### src/verilog/lcf_pkg.sv
// constants, register map and state type of the segment display frame controller
package lcf_pkg;
    // ==========================================================
    // register byte offsets on the apb bus
    localparam logic [11:0] ADDR_CTRL = 12'h000; // display_main_control
    localparam logic [11:0] ADDR_PS = 12'h004; // frame_prescale_waveform
    localparam logic [11:0] ADDR_REG = 12'h008; // bias_regulator_control
    localparam logic [11:0] ADDR_FLAG = 12'h00c; // peripheral_flag_reg_three
    localparam logic [11:0] ADDR_IEN = 12'h010; // peripheral_enable_reg_three
    localparam logic [11:0] ADDR_SE_BASE = 12'h020; // segment_pin_enable_00_07 .. _32
    localparam logic [11:0] ADDR_PIX_BASE = 12'h040; // pixel_com0_seg00_07 first
    localparam logic [4:0] NUM_SE = 5'h05; // segment enable bytes
    localparam logic [4:0] NUM_PIX = 5'h14; // pixel bytes, five per common
    localparam logic [4:0] PIX_PER_COM = 5'h05; // bytes per common line
    // ==========================================================
    // field positions
    localparam int CTRL_EN = 7; // module_enable
    localparam int CTRL_SLEEP_STOP_ENABLE = 6; // sleep_stop_enable
    localparam int CTRL_WRITE_ERROR_FLAG = 5; // write_error_flag
    localparam int CTRL_CS_LSB = 2; // timing source select
    localparam int CTRL_MUX_LSB = 0; // common_count_select
    localparam logic [7:0] CTRL_WMASK = 8'hcf; // bits stored directly
    localparam int PS_WFT = 7; // waveform_type_select
    localparam int PS_BIAS_MODE_SELECT = 6; // bias_mode_select
    localparam int PS_ACTIVE = 5; // module_active_status
    localparam int PS_WA = 4; // write_allowed_status
    localparam logic [7:0] PS_WMASK = 8'hcf; // bits stored directly
    localparam int REG_CHARGE_PUMP_ENABLE = 6; // charge_pump_enable
    localparam int REG_BIAS_LSB = 3; // bias level field
    localparam int REG_REGULATOR_BIAS_MODE = 2; // regulator_bias_mode
    localparam int REG_CKSEL_LSB = 0; // regulator_clock_select
    localparam logic [7:0] REG_WMASK = 8'h7f; // bit 7 unimplemented
    localparam int FLAG_BIT = 6; // frame_interrupt_flag / _enable
    // ==========================================================
    // reset values and encodings
    localparam logic [7:0] RST_BYTE = 8'h00; // every register resets to zero
    localparam logic [1:0] MUX_STATIC = 2'h0; // single common
    localparam logic [1:0] MUX_THIRD = 2'h2; // three commons
    localparam logic [1:0] CS_SYSCLK = 2'h0; // system clock timing source
    localparam logic [1:0] LVL_V0 = 2'h0; // minimum drive voltage
    localparam logic [1:0] LVL_V1 = 2'h1;
    localparam logic [1:0] LVL_V2 = 2'h2;
    localparam logic [1:0] LVL_V3 = 2'h3;
    localparam logic [2:0] SLOTS_FOUR = 3'h4; // static, 1/2 and 1/4 frame slots
    localparam logic [2:0] SLOTS_THREE = 3'h3; // 1/3 frame slots
    localparam logic [1:0] BMODE_M0 = 2'h0; // regulator with charge pump
    localparam logic [1:0] BMODE_M1 = 2'h1; // regulator without pump
    localparam logic [1:0] BMODE_M2 = 2'h2; // ladder with pump
    localparam logic [1:0] BMODE_M3 = 2'h3; // resistor ladder

    // all state of the controller
    typedef struct packed {
        logic [7:0] ctrl; // enable, sleep stop, source, commons
        logic write_error_flag; // write error, sticky
        logic [7:0] ps; // waveform, bias mode, prescale
        logic [7:0] regc; // regulator control
        logic flag; // frame interrupt flag
        logic ien; // frame interrupt enable
        logic [4:0][7:0] se; // segment pin enables
        logic [19:0][7:0] pix; // pixel data
        logic [3:0] pre_cnt; // prescale divider
        logic [1:0] slot; // slot index inside frame
        logic phase; // drive polarity
        logic odd_frame; // second frame of a pair
        logic window; // write window open
        logic [7:0] com_lvl; // common line levels
        logic [65:0] seg_lvl; // segment line levels
        logic [1:0] bmode; // decoded bias mode
        logic [2:0] trim; // contrast trim
        logic irq; // interrupt output
        logic active; // module running
        logic [31:0] prdata; // read data
        logic pready; // access phase answer
        logic pslverr; // unmapped access
    } lcf_state_t;
endpackage : lcf_pkg

### src/verilog/lcf_frame_ctrl.sv
// frame timing, pixel store, sleep handling and apb registers of the segment display controller
// ==========================================================
// Behaviour
// - frame begins at first common's leading edge
// - flag set when pixel fetch completes
// - two-frame interrupt only after complete pairs
// - two-frame multiplexed pixel write outside the window, or any pixel write in sleep, sets error bit five
// - no interrupt: per-frame waveform or static
// - control bit six selects stop in sleep
// - stop in sleep drives minimum voltage
// - running in sleep keeps showing pixels
// - sleep running needs non-system clock source
// - pixel data frozen while core sleeps
// - system clock source always halts in sleep
// - bias modes 0-2 have no contrast trim
// - flag and enable sit at bit six
// - bit seven enables any display drive
// - common count selects driven commons, resets 00
// - frame = source/(factor*(prescale+1))
// - phase per slot or per frame
`timescale 1ns/1ps
`default_nettype none
module lcf_frame_ctrl (
    input wire logic pclk, // 20 MHz bus clock
    input wire logic presetn, // asynchronous reset, active low
    input wire logic psel, // apb select
    input wire logic penable, // apb access phase
    input wire logic pwrite, // apb direction
    input wire logic [11:0] paddr, // apb byte address
    input wire logic [31:0] pwdata, // apb write data
    output logic [31:0] prdata, // apb read data
    output logic pready, // apb ready
    output logic pslverr, // apb error
    input wire logic src_tick, // one-cycle pulse of the selected frame clock source
    input wire logic core_sleep, // core is asleep, level
    output logic [7:0] com_level, // two bits per common line
    output logic [65:0] seg_level, // two bits per segment line
    output logic [3:0] com_pin_en, // pins taken over as common drivers
    output logic [32:0] seg_pin_en, // pins used as segment drivers
    output logic [1:0] bias_mode, // decoded bias generation mode
    output logic [2:0] contrast_trim, // software contrast level
    output logic charge_pump_on, // charge pump running
    output logic [1:0] regulator_clk_sel, // regulator clock source
    output logic frame_irq, // frame interrupt request, level
    output logic module_active // display drive running
);
    // ==========================================================
    // helpers
    // frame slots per multiplex mode; the prescaler supplies the (prescale+1) term
    function automatic logic [2:0] slots_per_frame(input logic [1:0] mux);
        slots_per_frame = (mux == lcf_pkg::MUX_THIRD) ? lcf_pkg::SLOTS_THREE : lcf_pkg::SLOTS_FOUR;
    endfunction : slots_per_frame

    // common line that owns a slot; 1/2 mux spends two slots per common
    function automatic logic [1:0] com_of_slot(input logic [1:0] mux, input logic [1:0] slot);
        case (mux)
            lcf_pkg::MUX_STATIC: com_of_slot = 2'h0;
            2'h1: com_of_slot = {1'b0, slot[1]};
            default: com_of_slot = slot;
        endcase
    endfunction : com_of_slot

    // word inside a register range, index out
    function automatic logic in_range(input logic [11:0] a, input logic [11:0] base, input logic [4:0] n);
        logic [11:0] off;
        off = a - base;
        in_range = (a >= base) && (off[11:2] < {5'h00, n}) && (off[1:0] == 2'h0);
    endfunction : in_range

    function automatic logic [4:0] word_idx(input logic [11:0] a, input logic [11:0] base);
        logic [11:0] off;
        off = a - base;
        word_idx = off[6:2];
    endfunction : word_idx

    lcf_pkg::lcf_state_t s_q; // registered state
    lcf_pkg::lcf_state_t s_d; // next state

    // decoded control fields
    logic en; // module_enable
    logic sleep_stop_enable; // sleep_stop_enable
    logic [1:0] cs; // timing source
    logic [1:0] mux; // common_count_select
    logic waveform_type_select; // waveform_type_select, 1 = two-frame
    logic [3:0] lp; // frame_prescale
    logic halted; // frozen by sleep
    logic write_ok; // pixel writes allowed
    logic setup; // apb setup cycle
    logic wr_take; // write takes effect this edge
    logic [2:0] slots; // slots in current frame
    logic slot_tick; // prescaler wrap
    logic [1:0] slot_nx; // next slot index
    logic irq_ok; // frame interrupt permitted by mode
    logic flag_set; // frame interrupt event
    logic pix_err; // refused pixel write
    logic [31:0] rd; // read mux
    logic rd_err; // unmapped address
    logic [1:0] act_com; // common owning the slot
    logic [5:0] seg_i; // segment loop index
    logic [2:0] com_i; // common loop index
    logic pbit; // pixel bit under the active common

    assign en = s_q.ctrl[lcf_pkg::CTRL_EN];
    assign sleep_stop_enable = s_q.ctrl[lcf_pkg::CTRL_SLEEP_STOP_ENABLE];
    assign cs = s_q.ctrl[lcf_pkg::CTRL_CS_LSB +: 2];
    assign mux = s_q.ctrl[lcf_pkg::CTRL_MUX_LSB +: 2];
    assign waveform_type_select = s_q.ps[lcf_pkg::PS_WFT];
    assign lp = s_q.ps[3:0];
    // a set stop bit, or the system clock as source, halts the module in sleep
    assign halted = core_sleep && (sleep_stop_enable || cs == lcf_pkg::CS_SYSCLK);
    // two-frame multiplexed drive only takes new pixels inside the window; sleep freezes them
    assign write_ok = !core_sleep && (!(en && waveform_type_select && mux != lcf_pkg::MUX_STATIC) || s_q.window);
    assign setup = psel && !penable;
    assign wr_take = psel && penable && pwrite && s_q.pready;
    assign slots = slots_per_frame(mux);
    assign slot_tick = en && !halted && src_tick && (s_q.pre_cnt == lp);
    assign slot_nx = ({1'b0, s_q.slot} == slots - 3'h1) ? 2'h0 : s_q.slot + 2'h1;
    // per-frame waveform and static two-frame drive never interrupt
    assign irq_ok = waveform_type_select && mux != lcf_pkg::MUX_STATIC;
    assign act_com = com_of_slot(mux, s_q.slot);

    // ==========================================================
    // read mux
    always_comb begin
        rd = 32'h0000_0000;
        rd_err = 1'b0;
        case (paddr)
            lcf_pkg::ADDR_CTRL: begin
                rd[7:0] = s_q.ctrl;
                rd[lcf_pkg::CTRL_WRITE_ERROR_FLAG] = s_q.write_error_flag;
            end
            lcf_pkg::ADDR_PS: begin
                rd[7:0] = s_q.ps;
                rd[lcf_pkg::PS_ACTIVE] = s_q.active;
                rd[lcf_pkg::PS_WA] = write_ok;
            end
            lcf_pkg::ADDR_REG: rd[7:0] = s_q.regc;
            lcf_pkg::ADDR_FLAG: rd[lcf_pkg::FLAG_BIT] = s_q.flag;
            lcf_pkg::ADDR_IEN: rd[lcf_pkg::FLAG_BIT] = s_q.ien;
            default: begin
                if (in_range(paddr, lcf_pkg::ADDR_SE_BASE, lcf_pkg::NUM_SE)) begin
                    rd[7:0] = s_q.se[word_idx(paddr, lcf_pkg::ADDR_SE_BASE)];
                end else if (in_range(paddr, lcf_pkg::ADDR_PIX_BASE, lcf_pkg::NUM_PIX)) begin
                    rd[7:0] = s_q.pix[word_idx(paddr, lcf_pkg::ADDR_PIX_BASE)];
                end else begin
                    rd_err = 1'b1; // unmapped: error, data zero
                end
            end
        endcase
    end

    // ==========================================================
    // next state
    always_comb begin
        s_d = s_q;
        flag_set = 1'b0;
        pix_err = 1'b0;
        pbit = 1'b0;
        // apb: answer in the cycle after setup, data captured at setup
        s_d.pready = setup;
        s_d.pslverr = setup && rd_err;
        if (setup) begin
            s_d.prdata = rd;
        end
        // register writes
        if (wr_take) begin
            case (paddr)
                lcf_pkg::ADDR_CTRL: s_d.ctrl = pwdata[7:0] & lcf_pkg::CTRL_WMASK;
                lcf_pkg::ADDR_PS: s_d.ps = pwdata[7:0] & lcf_pkg::PS_WMASK;
                lcf_pkg::ADDR_REG: s_d.regc = pwdata[7:0] & lcf_pkg::REG_WMASK;
                lcf_pkg::ADDR_IEN: s_d.ien = pwdata[lcf_pkg::FLAG_BIT];
                default: begin
                    if (in_range(paddr, lcf_pkg::ADDR_SE_BASE, lcf_pkg::NUM_SE)) begin
                        s_d.se[word_idx(paddr, lcf_pkg::ADDR_SE_BASE)] = pwdata[7:0];
                    end else if (in_range(paddr, lcf_pkg::ADDR_PIX_BASE, lcf_pkg::NUM_PIX)) begin
                        if (write_ok) begin
                            s_d.pix[word_idx(paddr, lcf_pkg::ADDR_PIX_BASE)] = pwdata[7:0];
                        end else begin
                            pix_err = 1'b1; // data dropped
                        end
                    end
                end
            endcase
            // write zero clears the sticky error
            if (paddr == lcf_pkg::ADDR_CTRL && !pwdata[lcf_pkg::CTRL_WRITE_ERROR_FLAG]) begin
                s_d.write_error_flag = 1'b0;
            end
            if (paddr == lcf_pkg::ADDR_FLAG && !pwdata[lcf_pkg::FLAG_BIT]) begin
                s_d.flag = 1'b0;
            end
        end

        // frame timing: prescaler, slots, frames
        if (!en) begin
            // disabled: timing restarts at the frame boundary
            s_d.pre_cnt = 4'h0;
            s_d.slot = 2'h0;
            s_d.phase = 1'b0;
            s_d.odd_frame = 1'b0;
            s_d.window = 1'b0;
        end else if (!halted && src_tick) begin
            s_d.pre_cnt = slot_tick ? 4'h0 : s_q.pre_cnt + 4'h1;
            if (slot_tick) begin
                s_d.slot = slot_nx;
                if (slot_nx == 2'h0) begin
                    // slot 0 is the first common's leading edge, the frame boundary
                    s_d.odd_frame = !s_q.odd_frame;
                end
                // per-frame waveform flips in every slot, two-frame only at boundaries
                s_d.phase = waveform_type_select ? (slot_nx == 2'h0 ? !s_q.odd_frame : s_q.odd_frame) : !s_q.phase;
                // last slot starts: every pixel of this frame has been fetched
                if ({1'b0, slot_nx} == slots - 3'h1 && irq_ok && s_q.odd_frame) begin
                    flag_set = 1'b1;
                    s_d.window = 1'b1;
                end
                // fetching for the new frame starts after its first slot: window shuts
                if (s_q.slot == 2'h0 && slot_nx != 2'h0) begin
                    s_d.window = 1'b0;
                end
            end
        end
        if (!irq_ok) begin
            s_d.window = 1'b0; // no window outside two-frame multiplexed drive
        end

        // sticky flags: a new event wins over a clear in the same cycle
        if (flag_set) begin
            s_d.flag = 1'b1;
        end
        if (pix_err) begin
            s_d.write_error_flag = 1'b1;
        end

        // line levels: minimum voltage when disabled or halted by sleep
        s_d.com_lvl = 8'h00;
        s_d.seg_lvl = 66'h0;
        if (en && !halted) begin
            for (com_i = 3'h0; com_i < 3'h4; com_i = com_i + 3'h1) begin
                if (com_i[1:0] <= mux) begin
                    if (com_i[1:0] == act_com) begin
                        s_d.com_lvl[com_i[1:0]*2 +: 2] = s_q.phase ? lcf_pkg::LVL_V0 : lcf_pkg::LVL_V3;
                    end else begin
                        s_d.com_lvl[com_i[1:0]*2 +: 2] = s_q.phase ? lcf_pkg::LVL_V2 : lcf_pkg::LVL_V1;
                    end
                end
            end
            for (seg_i = 6'h00; seg_i < 6'h21; seg_i = seg_i + 6'h01) begin
                pbit = s_q.pix[5'({3'h0, act_com} * lcf_pkg::PIX_PER_COM) + 5'({2'h0, seg_i[5:3]})][seg_i[2:0]];
                if (pbit) begin
                    s_d.seg_lvl[seg_i*2 +: 2] = s_q.phase ? lcf_pkg::LVL_V3 : lcf_pkg::LVL_V0;
                end else begin
                    s_d.seg_lvl[seg_i*2 +: 2] = s_q.phase ? lcf_pkg::LVL_V1 : lcf_pkg::LVL_V2;
                end
            end
        end

        // bias mode: regulator clock off means a ladder, pump picks M2 or M3
        if (s_q.regc[lcf_pkg::REG_CKSEL_LSB +: 2] == 2'h0) begin
            s_d.bmode = s_q.regc[lcf_pkg::REG_CHARGE_PUMP_ENABLE] ? lcf_pkg::BMODE_M2 : lcf_pkg::BMODE_M3;
        end else begin
            s_d.bmode = s_q.regc[lcf_pkg::REG_CHARGE_PUMP_ENABLE] ? lcf_pkg::BMODE_M0 : lcf_pkg::BMODE_M1;
        end
        // only the resistor ladder without pump (M3) offers software contrast
        s_d.trim = (s_d.bmode == lcf_pkg::BMODE_M3) ? s_q.regc[lcf_pkg::REG_BIAS_LSB +: 3] : 3'h0;
        s_d.irq = s_q.flag && s_q.ien;
        s_d.active = en && !halted;
    end

    // ==========================================================
    // state register
    always_ff @(posedge pclk or negedge presetn) begin
        if (!presetn) begin
            s_q <= '0; // every field resets to zero, commons to static
        end else begin
            s_q <= s_d;
        end
    end

    // ==========================================================
    // outputs, straight from the state register
    assign prdata = s_q.prdata;
    assign pready = s_q.pready;
    assign pslverr = s_q.pslverr;
    assign com_level = s_q.com_lvl;
    assign seg_level = s_q.seg_lvl;
    assign com_pin_en = {s_q.ctrl[1:0] == 2'h3, s_q.ctrl[1], s_q.ctrl[1:0] != 2'h0, 1'b1};
    assign seg_pin_en = {s_q.se[4][0], s_q.se[3], s_q.se[2], s_q.se[1], s_q.se[0]};
    assign bias_mode = s_q.bmode;
    assign contrast_trim = s_q.trim;
    assign charge_pump_on = s_q.regc[lcf_pkg::REG_CHARGE_PUMP_ENABLE];
    assign regulator_clk_sel = s_q.regc[lcf_pkg::REG_CKSEL_LSB +: 2];
    assign frame_irq = s_q.irq;
    assign module_active = s_q.active;
endmodule : lcf_frame_ctrl
`default_nettype wire

### config.mk
export PLATFORM = sky130hd
export DESIGN_NAME = lcf_frame_ctrl
export DESIGN_NICKNAME = d
export VERILOG_FILES = /design/src/verilog/lcf_pkg.sv /design/src/verilog/lcf_frame_ctrl.sv
export SDC_FILE = /design/constraint.sdc
export NUM_CORES = 1
export LEC_CHECK = 0
export BUFFER_PORTS_ARGS = -buffer_cell sky130_fd_sc_hd__clkbuf_2
export CORE_ASPECT_RATIO = 0.5
export CORE_UTILIZATION = 64
export CTS_CLUSTER_DIAMETER = 150
export DETAILED_ROUTE_END_ITERATION = 12
export GPL_ROUTABILITY_DRIVEN = 1
export GPL_TIMING_DRIVEN = 0
export PLACE_DENSITY_LB_ADDON = 0.05
export SKIP_LAST_GASP = 1
export SYNTH_ARGS = -nofsm -noshare
export SYNTH_HDL_FRONTEND = slang
export SYNTH_SLANG_ARGS = --single-unit
### constraint.sdc
create_clock -name pclk -period 10.6 [get_ports pclk]
set_input_delay 1.06 -clock pclk [delete_from_list [all_inputs] [get_ports pclk]]
set_output_delay 1.06 -clock pclk [all_outputs]
set_load 0.005 [all_outputs]
==> summary.md <==
| Metric | Value |
|---|---|
| H-tree Lvls | 1 |
| Detailed Place HPWL | 48.9 mm |
| CTS clk-pin slew, worst paths | 70 ps |
| Die extent in x | 241 um |
| Post-CTS Resized | 0 |
| Register-to-Register Path Depth | 12 |
| Pwr per Cell Area | 112 nW/um^2 |
| Max-slew violations | 0 |
| Largest net degree at the start of global routing | 123 |
| Worst hold path type | primary input to asynchronous set/reset pin |
| Slew headroom | 0.200 |
| RSZ-0062 raised after global routing | no |
| DP Area | 19,700 um^2 |
| Layout cells sized above 1 | 0.418 |
| CTS sink cnt | 290 |
| Clock latency on the worst-skew pair | 580 ps |
| Final Cycle Share | 0.643 |
| Global-route wire length before repair | 97.3 mm |
| Worst VDD drop | 0.000112 V |
| I/O pins | 206 |
| Fraction of the yosys area taken by sequential cells | 0.397 |
| DRT antenna net count | 0 |
| Most common cell after layout, fill and taps aside | dfrtp_1 |
| Syn avg cell area | 11.8 um^2 |
| Area of the core | 27,900 um^2 |
| Worst Setup Start Kind | register |
| Synth unique cells | 83 |
| Die extent in y | 122 um |
| Drt drc | 0 |
| Initial antenna violation count | 3 |
| Maxcap violations | 0 |
| WP data arrival | 7310 ps |
| Post-synthesis cell count | 1,552 |
| Final worst path period need | 6810 ps |
| DRT Pass-1 Iters | 8 |
| Number of hold buffers added after cts | 0 |
| Setup TNS | 0 ps |
| Dominant cell type by area after synthesis | dfrtp_1 |
| Via/cell ratio | 7.17 |
| Slew @ Worst Pin | 1200 ps |
| Clock Skew | 23.1 ps |
| Lkg Pwr | 0.00985 uW |
| Cell row count | 43 |
| CTS tree | done |
| I/O Buffers | 149 |
| Drt total wl | 67.2 mm |
| Setup violators final | 0 |
| CP Class | register to register |
| Buffer depth of the longest clock path | 3 |
| FF+latch count, synth | 290 |
| Number of synthesized flops with an enable pin | 0 |
| Grt ovf | 0 |
| Final Hold Fails | 0 |
| Area grow syn2layout | 12.7% |
| Die ar. | 29,300 um^2 |
| Routability Congestion | 1.14 |
| Root buffer cell | clkbuf_16 |
| WP data required | 11,100 ps |
| FFs w/ async S/R, synth | 1.00 |
| Critical Path Fanout Max | 13 |
| Synth area leaders | dfrtp_1 (40%), mux2_2 (14%), mux4_2 (10%) |
| Initial DRC count | 2,456 |
| Postcts setup bufs | 0 |
| Commonest non-fill, non-tap cells in the layout | dfrtp_1 (290), mux2_2 (230), buf_4 (153), clkbuf_2 (149), mux2i_1 (107) |
| Synth Flop Type | dfrtp_1 |
| Yosys warning count | 0 |
| Reg2reg end | seg_level[47] |
| Initial Util | 0.656 |
| R2R Setup Slk | 3790 ps |
| Reg2reg start | s_q[119] |
| Crit. End Element | register |
| Yosys top cell area share | 0.397 |
| Vias post-DR | 15,500 |
| GRT Overall Usage | 0.467 |
| Cell Area, Synth | 18,300 um^2 |
| Cts bufs inserted | 27 |
| Routed length per instance | 31.1 um |
| Final instance area | 20,600 um^2 |
| Max Freq | 147 MHz |
| Outcome | finished, final reports clean |
| Via count of the first global-routing pass | 15,000 |
| Post-layout nets | 1,830 |
-- through the flow --
stage | cells | util | power, uW | setup WS [ps] | hold WS, ps
2_1_floorplan | 1575 | - | 1200 | 7080 | 458
3_3_place_gp | 2106 | 0.703 | 1260 | 2770 | 486
3_5_place_dp | 2109 | 0.706 | 1260 | 4400 | 500
4_1_cts | 2157 | 0.739 | 2290 | 4330 | 513
5_1_grt | 2159 | 0.739 | 2350 | 4060 | 533
6_report | 2160 | 0.740 | 2300 | 3790 | 506
-- worst max-delay path: stages, from the launching register on --
cell and delay [ps]:
dfrtp_1 320, buf_2 340, nand2_1 350, inv_2 390, buf_1 850, buf_1 810
ha_1 440, clkbuf_1 500, inv_1 380, nand2_1 610, nor2_1 350, a2111oi_1 1100
mux2i_1 260
-- area by class of cell --
type                       instances  area [um^2]
timing repair buffer             153          820
inverter                          25         96.3
tap                              382          478
clock inverter                    15          194
antenna                            2         5.00
buffer                           261         1640
sequential                       290         7260
clock buffer                      33          738
fill                            1886         7260
multi-input combinational        999         9380
-- logic make-up (layout without fill, tap and decap cells) --
| kind of cell | after synthesis | in the layout | share of synthesized area |
|---|---|---|---|
| AOI/OAI and AO/OA | 272 | 272 | 0.106 |
| xor gates and xnor gates | 21 | 21 | 0.0101 |
| adders and majority gates | 22 | 22 | 0.0151 |
| buffers and inverters | 286 | 487 | 0.0948 |
| DFF | 290 | 290 | 0.397 |
| muxes | 425 | 425 | 0.309 |
| other | 2 | 27 | 0.000411 |
| and+or+nand+nor | 234 | 234 | 0.0686 |
-- cells in the mapped netlist, types with 4 or more instances --
library cell,n
a2111oi_0,5
a211oi_1,21
a21oi_1,48
a221oi_1,9
a222oi_1,5
a22o_1,8
a22oi_1,9
a31o_2,5
a31oi_1,7
a32oi_1,7
and2_1,6
and3_1,15
and4_1,4
buf_1,16
buf_2,27
buf_4,153
buf_6,5
clkbuf_1,58
dfrtp_1,290
ha_1,22
inv_1,18
mux2_2,230
mux2i_1,107
mux4_1,4
mux4_2,83
nand2_1,62
nand2b_1,4
nand3_1,29
nand4_1,9
nor2_1,45
nor2_2,14
nor2b_1,9
nor3_1,11
o211ai_1,9
o21ai_0,37
o21bai_1,5
o221ai_1,21
o22ai_1,29
o2bb2ai_1,15
xnor2_1,18
-- worst max path at each step --
stage / depth (start not counted) / from / slack (ps) / to
after floorplan: 12 / paddr[6] / 7080 / register
after global placement: 1 / presetn / 2770 / lp[1]
after global routing: 12 / s_q[119] / 4060 / seg_level[47]
after detailed placement: 12 / s_q[119] / 4400 / seg_level[45]
after CTS: 12 / s_q[119] / 4330 / seg_level[45]
final: 12 / s_q[119] / 3790 / seg_level[47]
-- layer usage --
layer | up-vias | wire length, um | global-route usage
met5 | - | 0 | 0
met4 | 0 | 3830 | 0.216
met3 | 325 | 12200 | 0.253
met2 | 1434 | 27000 | 0.647
met1 | 7627 | 24200 | 0.597
li1 | 6091 | - | -
-- power breakdown --
group,switching (uW),leakage (uW),internal [uW]
sequential,3.44,0.00402,1110
clock,460,0.000453,594
combinational,96.5,0.00538,39.2
total,560,0.00985,1740
Power figures use the tool's default switching activity.
